**config.mk**
```make
export PLATFORM = sky130hd
export DESIGN_NAME = sacpc_ctrl
export DESIGN_NICKNAME = d
export VERILOG_FILES = /design/src/verilog/sacpc_pkg.sv /design/src/verilog/sacpc_sar.sv /design/src/verilog/sacpc_ctrl.sv
export SDC_FILE = /design/constraint.sdc
export NUM_CORES = 1
export LEC_CHECK = 0
export BUFFER_PORTS_ARGS = -buffer_cell sky130_fd_sc_hd__buf_2
export CORE_ASPECT_RATIO = 1.5
export CORE_MARGIN = 4
export CORE_UTILIZATION = 35
export DETAILED_ROUTE_END_ITERATION = 8
export GPL_TIMING_DRIVEN = 0
export PLACE_DENSITY_LB_ADDON = 0.05
export SLEW_MARGIN = 25
export SYNTH_ARGS = -nofsm -noshare
export SYNTH_HDL_FRONTEND = slang
export SYNTH_SLANG_ARGS = --single-unit
```
**constraint.sdc**
```tcl
create_clock -name clk -period 6.1 [get_ports clk]
set_input_delay 0.915 -clock clk [delete_from_list [all_inputs] [get_ports clk]]
set_output_delay 0.915 -clock clk [all_outputs]
set_load 0.02 [all_outputs]
```
**src/verilog/sacpc_pkg.sv**
```systemverilog
// Package: constants and carrier types for the converter start/power control
package sacpc_pkg;

   // Clock rate in kHz (25 MHz)
   localparam int CLK_KHZ          = 25000;
   // Internal power-up pulse, nanoseconds
   localparam int PWRUP_NS         = 1500;
   localparam int PWRUP_CYCLES     = (PWRUP_NS * CLK_KHZ + 999999) / 1000000;
   // Conversion time, nanoseconds
   localparam int CONV_NS          = 4500;
   localparam int CONV_CYCLES      = (CONV_NS * CLK_KHZ) / 1000000;
   // Result width and successive-approximation step length in cycles
   localparam int RES_BITS         = 8;
   localparam int STEP_CYCLES      = CONV_CYCLES / RES_BITS;
   // Reset values
   localparam logic [7:0] RESULT_RST = 8'h00;

   // Converter phases
   typedef enum logic [1:0] {
      SACPC_PWRDN,
      SACPC_TRACK,
      SACPC_CONVERT
   } sacpc_state_t;

   // Status carried to the pins
   typedef struct packed {
      logic       busy;
      logic       powered;
      logic       hold;
      logic       fast_mode;
   } sacpc_status_t;

   // Comparator/DAC step interface
   typedef struct packed {
      logic [7:0] trial;
      logic       sample;
   } sacpc_dac_t;

endpackage

```
**src/verilog/sacpc_sar.sv**
```systemverilog
// Successive-approximation register stepping the trial code
`timescale 1ns/1ps
`default_nettype none
module sacpc_sar
(
   input  wire logic       clk,
   input  wire logic       nrst,
   input  wire logic       start,
   input  wire logic       step,
   input  wire logic       comp_high,
   output logic [7:0]      trial,
   output logic [7:0]      result,
   output logic            done
);

   logic [7:0] bitmask;
   logic [7:0] next_trial;
   logic [7:0] next_bitmask;
   logic [7:0] next_result;
   logic       next_done;

   // Next trial code: keep or drop current bit, try the next one
   always_comb
   begin
      next_trial   = trial;
      next_bitmask = bitmask;
      next_result  = result;
      next_done    = 1'b0;
      if (start)
      begin
         next_trial   = 8'h80;
         next_bitmask = 8'h80;
      end
      else if (step && bitmask != 8'h00)
      begin
         next_bitmask = bitmask >> 1;
         if (comp_high)
            next_trial = (trial & ~bitmask) | (bitmask >> 1);
         else
            next_trial = trial | (bitmask >> 1);
         if (bitmask == 8'h01)
         begin
            // Rebalanced: form the output code
            next_result = comp_high ? (trial & ~bitmask) : trial;
            next_done   = 1'b1;
         end
      end
   end

   // Register stage
   always_ff @(posedge clk or negedge nrst)
   begin
      if (!nrst)
      begin
         trial   <= 8'h00;
         bitmask <= 8'h00;
         result  <= sacpc_pkg::RESULT_RST;
         done    <= 1'b0;
      end
      else
      begin
         trial   <= next_trial;
         bitmask <= next_bitmask;
         result  <= next_result;
         done    <= next_done;
      end
   end

endmodule
`default_nettype wire

```
**src/verilog/sacpc_ctrl.sv**
```systemverilog
// Conversion-start and power control for an 8-bit SAR converter
//
// Overview of operation
// - After supply, sit powered down until a start rising edge.
// - Start-pin rising edge fires a 1.5 us internal power-up pulse.
// - Leave power-down on the internal pulse's rising edge.
// - Convert only on the falling edge of the gated start.
// - Gated start is internal pulse OR external start level.
// - Busy high during conversion; its falling edge marks the end.
// - Track after conversion if start is high at busy fall; hold at the next gated start fall.
// - Conversion steps a DAC by successive approximation, then codes.
// - Start pin high at busy fall keeps power; low powers down.
// - Auto power-down mode sleeps after each conversion, wakes before next.
// - Result is straight binary, 1 LSB equals reference over 256.
`timescale 1ns/1ps
`default_nettype none
module sacpc_ctrl
(
   input  wire logic                clk,
   input  wire logic                nrst,
   input  wire logic                conversion_start_n,
   input  wire logic                comp_high,
   output sacpc_pkg::sacpc_status_t status,
   output sacpc_pkg::sacpc_dac_t    dac,
   output logic [7:0]               result,
   output logic                     busy
);

   // ****************************************************
   // Input synchronisation
   // ****************************************************
   logic start_meta;
   logic start_sync;
   logic start_prev;

   always_ff @(posedge clk or negedge nrst)
   begin
      if (!nrst)
      begin
         start_meta <= 1'b0;
         start_sync <= 1'b0;
         start_prev <= 1'b0;
      end
      else
      begin
         start_meta <= conversion_start_n;
         start_sync <= start_meta;
         start_prev <= start_sync;
      end
   end

   logic start_rise;
   assign start_rise = start_sync & ~start_prev;

   // ****************************************************
   // Power-up pulse and gated start
   // ****************************************************
   logic [7:0] pulse_cnt;
   logic [7:0] next_pulse_cnt;
   logic       int_pulse;
   logic       next_int_pulse;
   logic       gated;
   logic       gated_prev;
   logic       gated_fall;
   logic       pulse_prev;

   // Pulse timer restarts on each start rising edge
   always_comb
   begin
      next_pulse_cnt = pulse_cnt;
      next_int_pulse = int_pulse;
      if (start_rise)
      begin
         next_pulse_cnt = 8'(sacpc_pkg::PWRUP_CYCLES - 1);
         next_int_pulse = 1'b1;
      end
      else if (pulse_cnt != 8'h00)
         next_pulse_cnt = pulse_cnt - 8'h01;
      else
         next_int_pulse = 1'b0;
   end

   always_ff @(posedge clk or negedge nrst)
   begin
      if (!nrst)
      begin
         pulse_cnt  <= 8'h00;
         int_pulse  <= 1'b0;
         gated_prev <= 1'b0;
         pulse_prev <= 1'b0;
      end
      else
      begin
         pulse_cnt  <= next_pulse_cnt;
         int_pulse  <= next_int_pulse;
         gated_prev <= gated;
         pulse_prev <= int_pulse;                       // Pulse edge detect
      end
   end

   assign gated      = int_pulse | start_sync;
   assign gated_fall = gated_prev & ~gated;

   // ****************************************************
   // Phase control
   // ****************************************************
   sacpc_pkg::sacpc_state_t state;
   sacpc_pkg::sacpc_state_t next_state;
   logic [7:0] step_cnt;
   logic [7:0] next_step_cnt;
   logic       powered;
   logic       next_powered;
   logic       fast_mode;
   logic       next_fast_mode;
   logic       sar_start;
   logic       sar_step;
   logic       sar_done;
   logic [7:0] sar_trial;
   logic [7:0] sar_result;

   // Next phase, power and step timing
   always_comb
   begin
      next_state     = state;
      next_step_cnt  = step_cnt;
      next_powered   = powered;
      next_fast_mode = fast_mode;
      sar_start      = 1'b0;
      sar_step       = 1'b0;
      case (state)
         sacpc_pkg::SACPC_PWRDN:
         begin
            if (int_pulse && !pulse_prev)
            begin
               next_powered = 1'b1;
               next_state   = sacpc_pkg::SACPC_TRACK;
            end
         end
         sacpc_pkg::SACPC_TRACK:
         begin
            if (gated_fall)
            begin
               sar_start     = 1'b1;
               next_step_cnt = 8'(sacpc_pkg::STEP_CYCLES - 1);
               next_state    = sacpc_pkg::SACPC_CONVERT;
            end
         end
         sacpc_pkg::SACPC_CONVERT:
         begin
            if (step_cnt != 8'h00)
               next_step_cnt = step_cnt - 8'h01;
            else
            begin
               sar_step      = 1'b1;
               next_step_cnt = 8'(sacpc_pkg::STEP_CYCLES - 1);
            end
            if (sar_done)
            begin
               next_fast_mode = start_sync;
               if (start_sync)
                  next_state = sacpc_pkg::SACPC_TRACK;
               else
               begin
                  next_powered = 1'b0;
                  next_state   = sacpc_pkg::SACPC_PWRDN;
               end
            end
         end
         default:
            next_state = sacpc_pkg::SACPC_PWRDN;
      endcase
   end

   always_ff @(posedge clk or negedge nrst)
   begin
      if (!nrst)
      begin
         state     <= sacpc_pkg::SACPC_PWRDN;
         step_cnt  <= 8'h00;
         powered   <= 1'b0;
         fast_mode <= 1'b0;
      end
      else
      begin
         state     <= next_state;
         step_cnt  <= next_step_cnt;
         powered   <= next_powered;
         fast_mode <= next_fast_mode;
      end
   end

   // Successive-approximation engine
   sacpc_sar u_sar
   (
      .clk       (clk),
      .nrst      (nrst),
      .start     (sar_start),
      .step      (sar_step),
      .comp_high (comp_high),
      .trial     (sar_trial),
      .result    (sar_result),
      .done      (sar_done)
   );

   // ****************************************************
   // Registered outputs
   // ****************************************************
   sacpc_pkg::sacpc_status_t next_status;
   sacpc_pkg::sacpc_dac_t    next_dac;
   logic                     next_busy;

   always_comb
   begin
      next_busy             = (next_state == sacpc_pkg::SACPC_CONVERT);
      next_status.busy      = next_busy;
      next_status.powered   = next_powered;
      next_status.hold      = next_busy;
      next_status.fast_mode = next_fast_mode;
      next_dac.trial        = sar_trial;
      next_dac.sample       = (next_state == sacpc_pkg::SACPC_TRACK);
   end

   always_ff @(posedge clk or negedge nrst)
   begin
      if (!nrst)
      begin
         busy   <= 1'b0;
         status <= '0;
         dac    <= '0;
         result <= sacpc_pkg::RESULT_RST;
      end
      else
      begin
         busy   <= next_busy;
         status <= next_status;
         dac    <= next_dac;
         result <= sar_result;
      end
   end

endmodule
`default_nettype wire

```
==> impl_metrics.tcl, run 1 <==
set metrics [dict create \
    cts_max_level 3 \
    maxCapViolations 0 \
    hold_buffers 0 \
    ys_ff_latch 69 \
    final_cell_count_no_fill 379 \
    rr_startpoint "step_cnt[0]$_DFFE_PN0P_" \
    yosys_warnings 0 \
    antenna_found_initial 0 \
    tightest_slew_ns 0.524 \
    cp_max_fo 9 \
    drc 0 \
    ys_async_sr_fraction_pct 100 \
    synthesis.area_um2 2810 \
    syn_nets 243 \
    dr.pass1.iters 4 \
    status "finished clean" \
    area_delta_synth_final_pct 22.8 \
    post_cts_buffers 0 \
    hp-start "start_meta$_DFF_PN0_" \
    dieWidth_um 81.2 \
    io_pins 26 \
    placed_cells 363 \
    clock_sinks 69 \
    synth_top_area_share_pct 61.4 \
    gp_congestion 0.748 \
    grt_remaining_overflow 0 \
    cts_resized 0 \
    cts.clk_slew.worst_paths_ns 0.06 \
    rsz0062_at_grt "false" \
    skew_ns 0.00656 \
    final_util_pct 44.8 \
    wl_per_cell_um 14.9 \
    routed_wl_um 5640 \
    synth.largest_area_cell "dfrtp_1" \
    ant_nets 0 \
    synth_edf_count 0 \
    fillerInstances 769 \
    irDropWorstVdd_uv 180 \
    syn_inst 235 \
    die_area_um2 9560 \
    drive_gt1_share_pct 23.5 \
    ys_seq_area_share_pct 61.4 \
    register_area_um2 1730 \
    hold_path_end "start_sync$_DFF_PN0_" \
    r2r_end "u_sar.result[2]$_DFFE_PN0P_" \
    worst_setup_path_end_kind "flip-flop" \
    fmax_mhz 451 \
    cp.arrival_ns 2.43 \
    insertion_delay_ns 0.33 \
    grt_pass1_wl_um 9850 \
    r2r_cells 8 \
    p_leak_nw 1.62 \
    cts_tree "done" \
    dominantRegCellSynth "dfrtp_1" \
    root_buffer "clkbuf_16" \
    grt_pass1_vias 1923 \
    ys_types 42 \
    io_buffers 25 \
    die_y_um 118 \
    finalSetupTns_ns 0 \
    worstHoldPathType "reg2reg" \
    clockBufferDepth 2 \
    crit_type "reg2reg" \
    grt_max_degree 52 \
    holdPathStages 0 \
    via_per_inst 4.93 \
    power_density_nw_per_um2 435 \
    antennaDiodeCount 0 \
    worstPathRequired_ns 6.31 \
    synth.avg_cell_area_um2 12.0 \
    core.rowCount 39 \
    nets 280 \
    start_kind "flip-flop" \
    multiInputGateArea_um2 963 \
    finalCritPeriodShare_pct 36.3 \
    start_util_pct 36.4 \
    setup_viol 0 \
    hold_viol 0 \
    dp_hpwl_um 3800 \
    numCtsBuffers 9 \
    p_total_w 0.00150 \
    slew_violations 0 \
    min_period_ns 2.22 \
    coreArea_um2 7710 \
    synth_area_leaders "dfrtp_1 (61%), mux2_2 (3.6%), o21ai_0 (2.8%), a32o_1 (2.1%), mux2i_1 (2.1%)" \
    rrSetupSlack_ns 3.88 \
    drt_iter0_markers 81 \
    vias 1869 \
    slew_headroom_pct 65.1 \
    track_usage_pct 13.7 \
]
-- cells in the mapped netlist (3+ instances only) --
| master | n |
|---|---|
| a21oi_1 | 10 |
| inv_1 | 12 |
| mux2_2 | 9 |
| nor4_1 | 3 |
| o21ai_0 | 16 |
| or4_1 | 4 |
| nand2b_1 | 7 |
| nand3_1 | 9 |
| a32o_1 | 6 |
| nor2_1 | 14 |
| nor2b_1 | 3 |
| dfrtp_1 | 69 |
| o21a_1 | 3 |
| clkbuf_1 | 3 |
| xor2_1 | 3 |
| nor3_1 | 3 |
| a21boi_0 | 8 |
| ha_1 | 4 |
| nor3b_1 | 3 |
| mux2i_1 | 6 |
| nand2_1 | 9 |
| buf_4 | 5 |
| o31ai_1 | 3 |
-- worst max path at each step --
| stage | start | end | slack, ns | depth (start not counted) |
|---|---|---|---|---|
| after floorplan | step_cnt[0]$_DFFE_PN0P_ | u_sar.result[0]$_DFFE_PN0P_ | 4.18 | 8 |
| after global placement | nrst | dac[4]$_DFF_PN0_ | 3.72 | 1 |
| after detailed placement | step_cnt[0]$_DFFE_PN0P_ | u_sar.result[1]$_DFFE_PN0P_ | 3.89 | 8 |
| after CTS | step_cnt[0]$_DFFE_PN0P_ | u_sar.result[2]$_DFFE_PN0P_ | 3.87 | 8 |
| after global routing | step_cnt[0]$_DFFE_PN0P_ | u_sar.result[6]$_DFFE_PN0P_ | 3.71 | 8 |
| final | step_cnt[0]$_DFFE_PN0P_ | u_sar.result[2]$_DFFE_PN0P_ | 3.88 | 8 |
-- cells in the final DEF, fill, tap and decap left out, types with 2 or more instances in the layout --
cell type	n
buf_2	26
o21a_1	3
clkbuf_16	9
nand2b_1	7
nand3_1	9
inv_1	12
bufinv_16	3
xor2_1	3
nand2_1	9
a21oi_1	10
o31ai_1	3
a21boi_0	8
clkbuf_1	3
nor3_1	3
buf_4	6
ha_1	4
mux2i_1	6
nor4_1	3
dfrtp_1	69
a31oi_1	2
and3_1	2
nor2_1	14
or4_1	4
clkbuf_8	2
nor2b_1	3
mux2_2	9
o21ai_0	16
a32o_1	6
o211ai_1	2
nor3b_1	3
-- metal layers --
layer	routed length, um	vias up	GRT usage [%]	share of wire (%)
li1	-	908	-	-
met1	2620	935	17.8	46
met2	2750	20	20.4	49
met3	164	6	4.59	2.9
met4	104	0	6.03	1.8
met5	0	-	0	0
-- layout make-up --
type | count | share of cell area (%)
tap | 102 | 3.70
buffer | 12 | 2.17
inverter | 12 | 1.30
timing repair buffer | 26 | 4.49
multi-input combinational | 142 | 27.9
sequential | 69 | 50.0
clock inverter | 5 | 3.08
clock buffer | 11 | 7.32
-- stage by stage --
stage	setup slack (ns)	cell area [um^2]	hold WS, ns
floorplan	4.18	2810	0.331
global placement	3.72	3060	0.334
detailed placement	3.89	3090	0.358
CTS	3.87	3450	0.369
global route	3.71	3450	0.383
finish	3.88	3450	0.364
-- power breakdown --
group | switching, W | leakage [nW] | internal [W]
Combinational | 0.000157 | 0.554 | 0.000120
Clock | 0.000189 | 0.172 | 0.000422
Sequential | 0.0000727 | 0.894 | 0.000541
-- registers in the layout, indices dropped and copies added (netlist names), 2 cells and up --
| name | cells |
|---|---|
| step_cnt | 8 |
| u_sar.result | 8 |
| state | 2 |
| u_sar.trial | 8 |
| result | 8 |
| u_sar.bitmask | 8 |
| status | 2 |
| dac | 9 |
| pulse_cnt | 8 |
-- critical path, cell delays in order (launching register included) --
cell     delay (ns)
dfrtp_1        0.40
inv_1          0.09
ha_1           0.16
nor3b_1        0.40
and3_1         0.24
buf_2          0.14
and3_1         0.17
buf_6          0.16
mux2_2         0.34
-- cell families after synthesis --
group           count (synthesis)  synth area share (%)
flops                          69                  61.4
xor+xnor                        4                  1.25
simple gates                   64                  12.5
mux                            15                  5.74
fa+ha+maj                       4                  1.78
buf+inv                        24                  4.27
compound gates                 55                  13.0
Power figures use the tool's default switching activity.
==> run 2, diff against run 1 <==
--- a/config.mk
+++ b/config.mk
@@ -5,6 +5,7 @@
 export SDC_FILE = /design/constraint.sdc
 export NUM_CORES = 1
 export LEC_CHECK = 0
+export ABC_AREA = 1
 export BUFFER_PORTS_ARGS = -buffer_cell sky130_fd_sc_hd__buf_2
 export CORE_ASPECT_RATIO = 1.5
 export CORE_MARGIN = 4
==> constraint.sdc (replaced) <==
create_clock -name clk -period 1.8 [get_ports clk]
set_input_delay 0.27 -clock clk [delete_from_list [all_inputs] [get_ports clk]]
set_output_delay 0.27 -clock clk [all_outputs]
set_load 0.02 [all_outputs]
==> impl_metrics.tcl, run 2 <==
set metrics [dict create \
    status "finished clean" \
    clock_sinks 69 \
    synth_area_leaders "dfrtp_1 (56%), nand2_1 (11%), nand3_1 (4.7%), inv_1 (4.4%), nor2_1 (3.8%)" \
    largest_reg_flops 9 \
    skew_ns 0.00406 \
    maxCapViolations 0 \
    worst-path-stages 9 \
    power_density_nw_per_um2 1460 \
    largest_register "dac" \
    cp_top_family "simple AND/OR/NAND/NOR gates" \
    grt_pass1_vias 2359 \
    ys_seq_area_share_pct 55.9 \
    start_kind "flip-flop" \
    nets 386 \
    p_leak_nw 1.84 \
    dpl_cell_area_um2 3380 \
    clockBufferDepth 2 \
    drc 0 \
    grt_pass1_wl_um 11200 \
    tightest_slew_ns 0.526 \
    synthAdderAreaFrac_pct 1.62 \
    final_util_pct 43.6 \
    synth.largest_area_cell "dfrtp_1" \
    cp_cell_sequence "inv_1 > ha_1 > nand3_1 > inv_1 > nand2_4 > nor2_8 > buf_8 > nand3b_1 > nand2_1" \
    ys_ff_latch 69 \
    syn_inst 338 \
    synth-compound-area-share_pct 3.97 \
    ys_async_sr_fraction_pct 100 \
    routed_wl_um 6510 \
    insertion_delay_ns 0.33 \
    root_buffer "clkbuf_16" \
    worstHoldPathType "in2reg" \
    layout_common_cells "nand2_1 (93), dfrtp_1 (69), inv_1 (36)" \
    synth_common_cells "nand2_1 (93), dfrtp_1 (69), inv_1 (36)" \
    grt_max_degree 47 \
    hold_viol 0 \
    synth-simple-area-share_pct 31.0 \
    ant_nets 0 \
    cp_max_fo 10 \
    dominantRegCellSynth "dfrtp_1" \
    slew_violations 0 \
    area_delta_synth_final_pct 20.2 \
    rsz0062_at_grt "false" \
    crit_top_cell "inv_1" \
    cp.arrival_ns 1.84 \
    track_usage_pct 14.0 \
    cts_tree "done" \
    cts_resized 0 \
    gp_congestion 0.814 \
    r2r_cells 9 \
    ys_types 31 \
    via_per_inst 4.65 \
    coreArea_um2 8520 \
    fin_area_um2 3710 \
    synth.avg_cell_area_um2 9.14 \
    numCtsBuffers 9 \
    synth_edf_count 0 \
    min_period_ns 1.57 \
    dieWidth_um 84.7 \
    grt_remaining_overflow 0 \
    start_util_pct 36.3 \
    io_buffers 25 \
    synthesis.area_um2 3090 \
    path_buf_inv 3 \
    die_area_um2 10400 \
    synth_top_area_share_pct 55.9 \
    hold_ws_ns 0.0523 \
    worst_setup_path_end_kind "flip-flop" \
    final_common_cell "nand2_1" \
    io_pins 26 \
    antenna_found_initial 0 \
    yosys_warnings 0 \
    antennaDiodeCount 0 \
    cts.clk_slew.worst_paths_ns 0.05 \
    dr.pass1.iters 4 \
    p_total_w 0.00541 \
    holdPathStages 1 \
    cts_max_level 3 \
    die_y_um 123 \
    irDropWorstVdd_uv 704 \
    worst_path_max_delay_cell "dfrtp_1" \
    drive_gt1_share_pct 19.1 \
    synthMuxAreaShare_pct 0 \
    finalCritPeriodShare_pct 87.4 \
    syn_nets 346 \
    synth_xor_area_share_pct 0.567 \
    core.rowCount 41 \
    dp_hpwl_um 4780 \
    drt_iter0_markers 106 \
    synth_top_family_by_area "simple AND/OR/NAND/NOR gates" \
    worstPathRequired_ns 2.07 \
    finalSetupTns_ns 0 \
    setup_viol 0 \
    wl_per_cell_um 13.3 \
    synth_most_common_cell "nand2_1" \
    max_stage_delay_ns 0.37 \
    fmax_mhz 635 \
    crit_type "reg2reg" \
    slew_headroom_pct 65.0 \
    vias 2280 \
]
==> run 2: changes by cell type after synthesis, moves of 5 or more <==
| cell | change |
|---|---|
| inv_1 | +24 |
| nand4_1 | +10 |
| nor2_1 | +17 |
| mux2_2 | -9 |
| nand3b_1 | +10 |
| nand3_1 | +20 |
| nand2b_1 | -7 |
| a32o_1 | -6 |
| nand2_1 | +84 |
| a21oi_1 | -7 |
| a21boi_0 | -7 |
| nor2_4 | +5 |
| mux2i_1 | -6 |
==> run 2: worst paths after layout <==
check                                   startpoint                          end  slack, ns
setup reg to reg           step_cnt[0]$_DFFE_PN0P_  u_sar.result[5]$_DFFE_PN0P_       0.23
min in group asynchronous                     nrst      step_cnt[4]$_DFFE_PN0P_       0.39
max in group asynchronous                     nrst          result[4]$_DFF_PN0_       0.88
setup / recovery           step_cnt[0]$_DFFE_PN0P_  u_sar.result[5]$_DFFE_PN0P_       0.23
hold reg to reg               start_meta$_DFF_PN0_         start_sync$_DFF_PN0_       0.36
hold / removal                  conversion_start_n         start_meta$_DFF_PN0_       0.05
==> run 2: power breakdown <==
part	internal [W]	switching [W]	leakage [nW]	total, W
combinational	0.000524	0.000898	0.909	0.00142
sequential	0.00191	0.000276	0.772	0.00219
clock	0.00115	0.000649	0.156	0.00180
total	0.00359	0.00182	1.84	0.00541
==> run 2: metrics by stage <==
step,setup WS [ns],instances
floorplan,0.313,338
global placement,0.0402,470
detailed placement,0.0524,471
CTS,0.0461,488
global route,0.118,490
finish,0.226,490
==> run 2: cell families (layout without fill, tap and decap cells) <==
kind of cell,Yosys count,after routing
AOI/OAI and AO/OA,23,23
xor gates and xnor gates,2,2
adders and majority gates,4,4
buffers and inverters,47,92
DFF,69,69
and+or+nand+nor,193,193
==> run 2: final cells by class <==
cell class / count / area, um^2
Clock inverter: 5 / 57.6
Tap cell: 107 / 134
Sequential cell: 69 / 1730
Timing Repair Buffer: 29 / 180
Fill cell: 875 / 4800
Inverter: 40 / 153
Multi-Input combinational cell: 222 / 1150
Clock buffer: 11 / 253
Buffer: 7 / 60.1
==> run 2: repair_timing <==
item                       in CTS  in global routing
hold endpoints to repair       23                  0
buffers inserted                0                  2
setup endpoints to repair       0                 10
hold buffers                    1                  0
==> run 2: routing by layer <==
metal / global-route usage (%) / part of all wire [%] / wire (um)
met5: 0 / 0 / 0
met3: 3.40 / 3.6 / 234
met1: 16.6 / 43 / 2820
met4: 7.92 / 3.3 / 215
met2: 23.1 / 50 / 3240
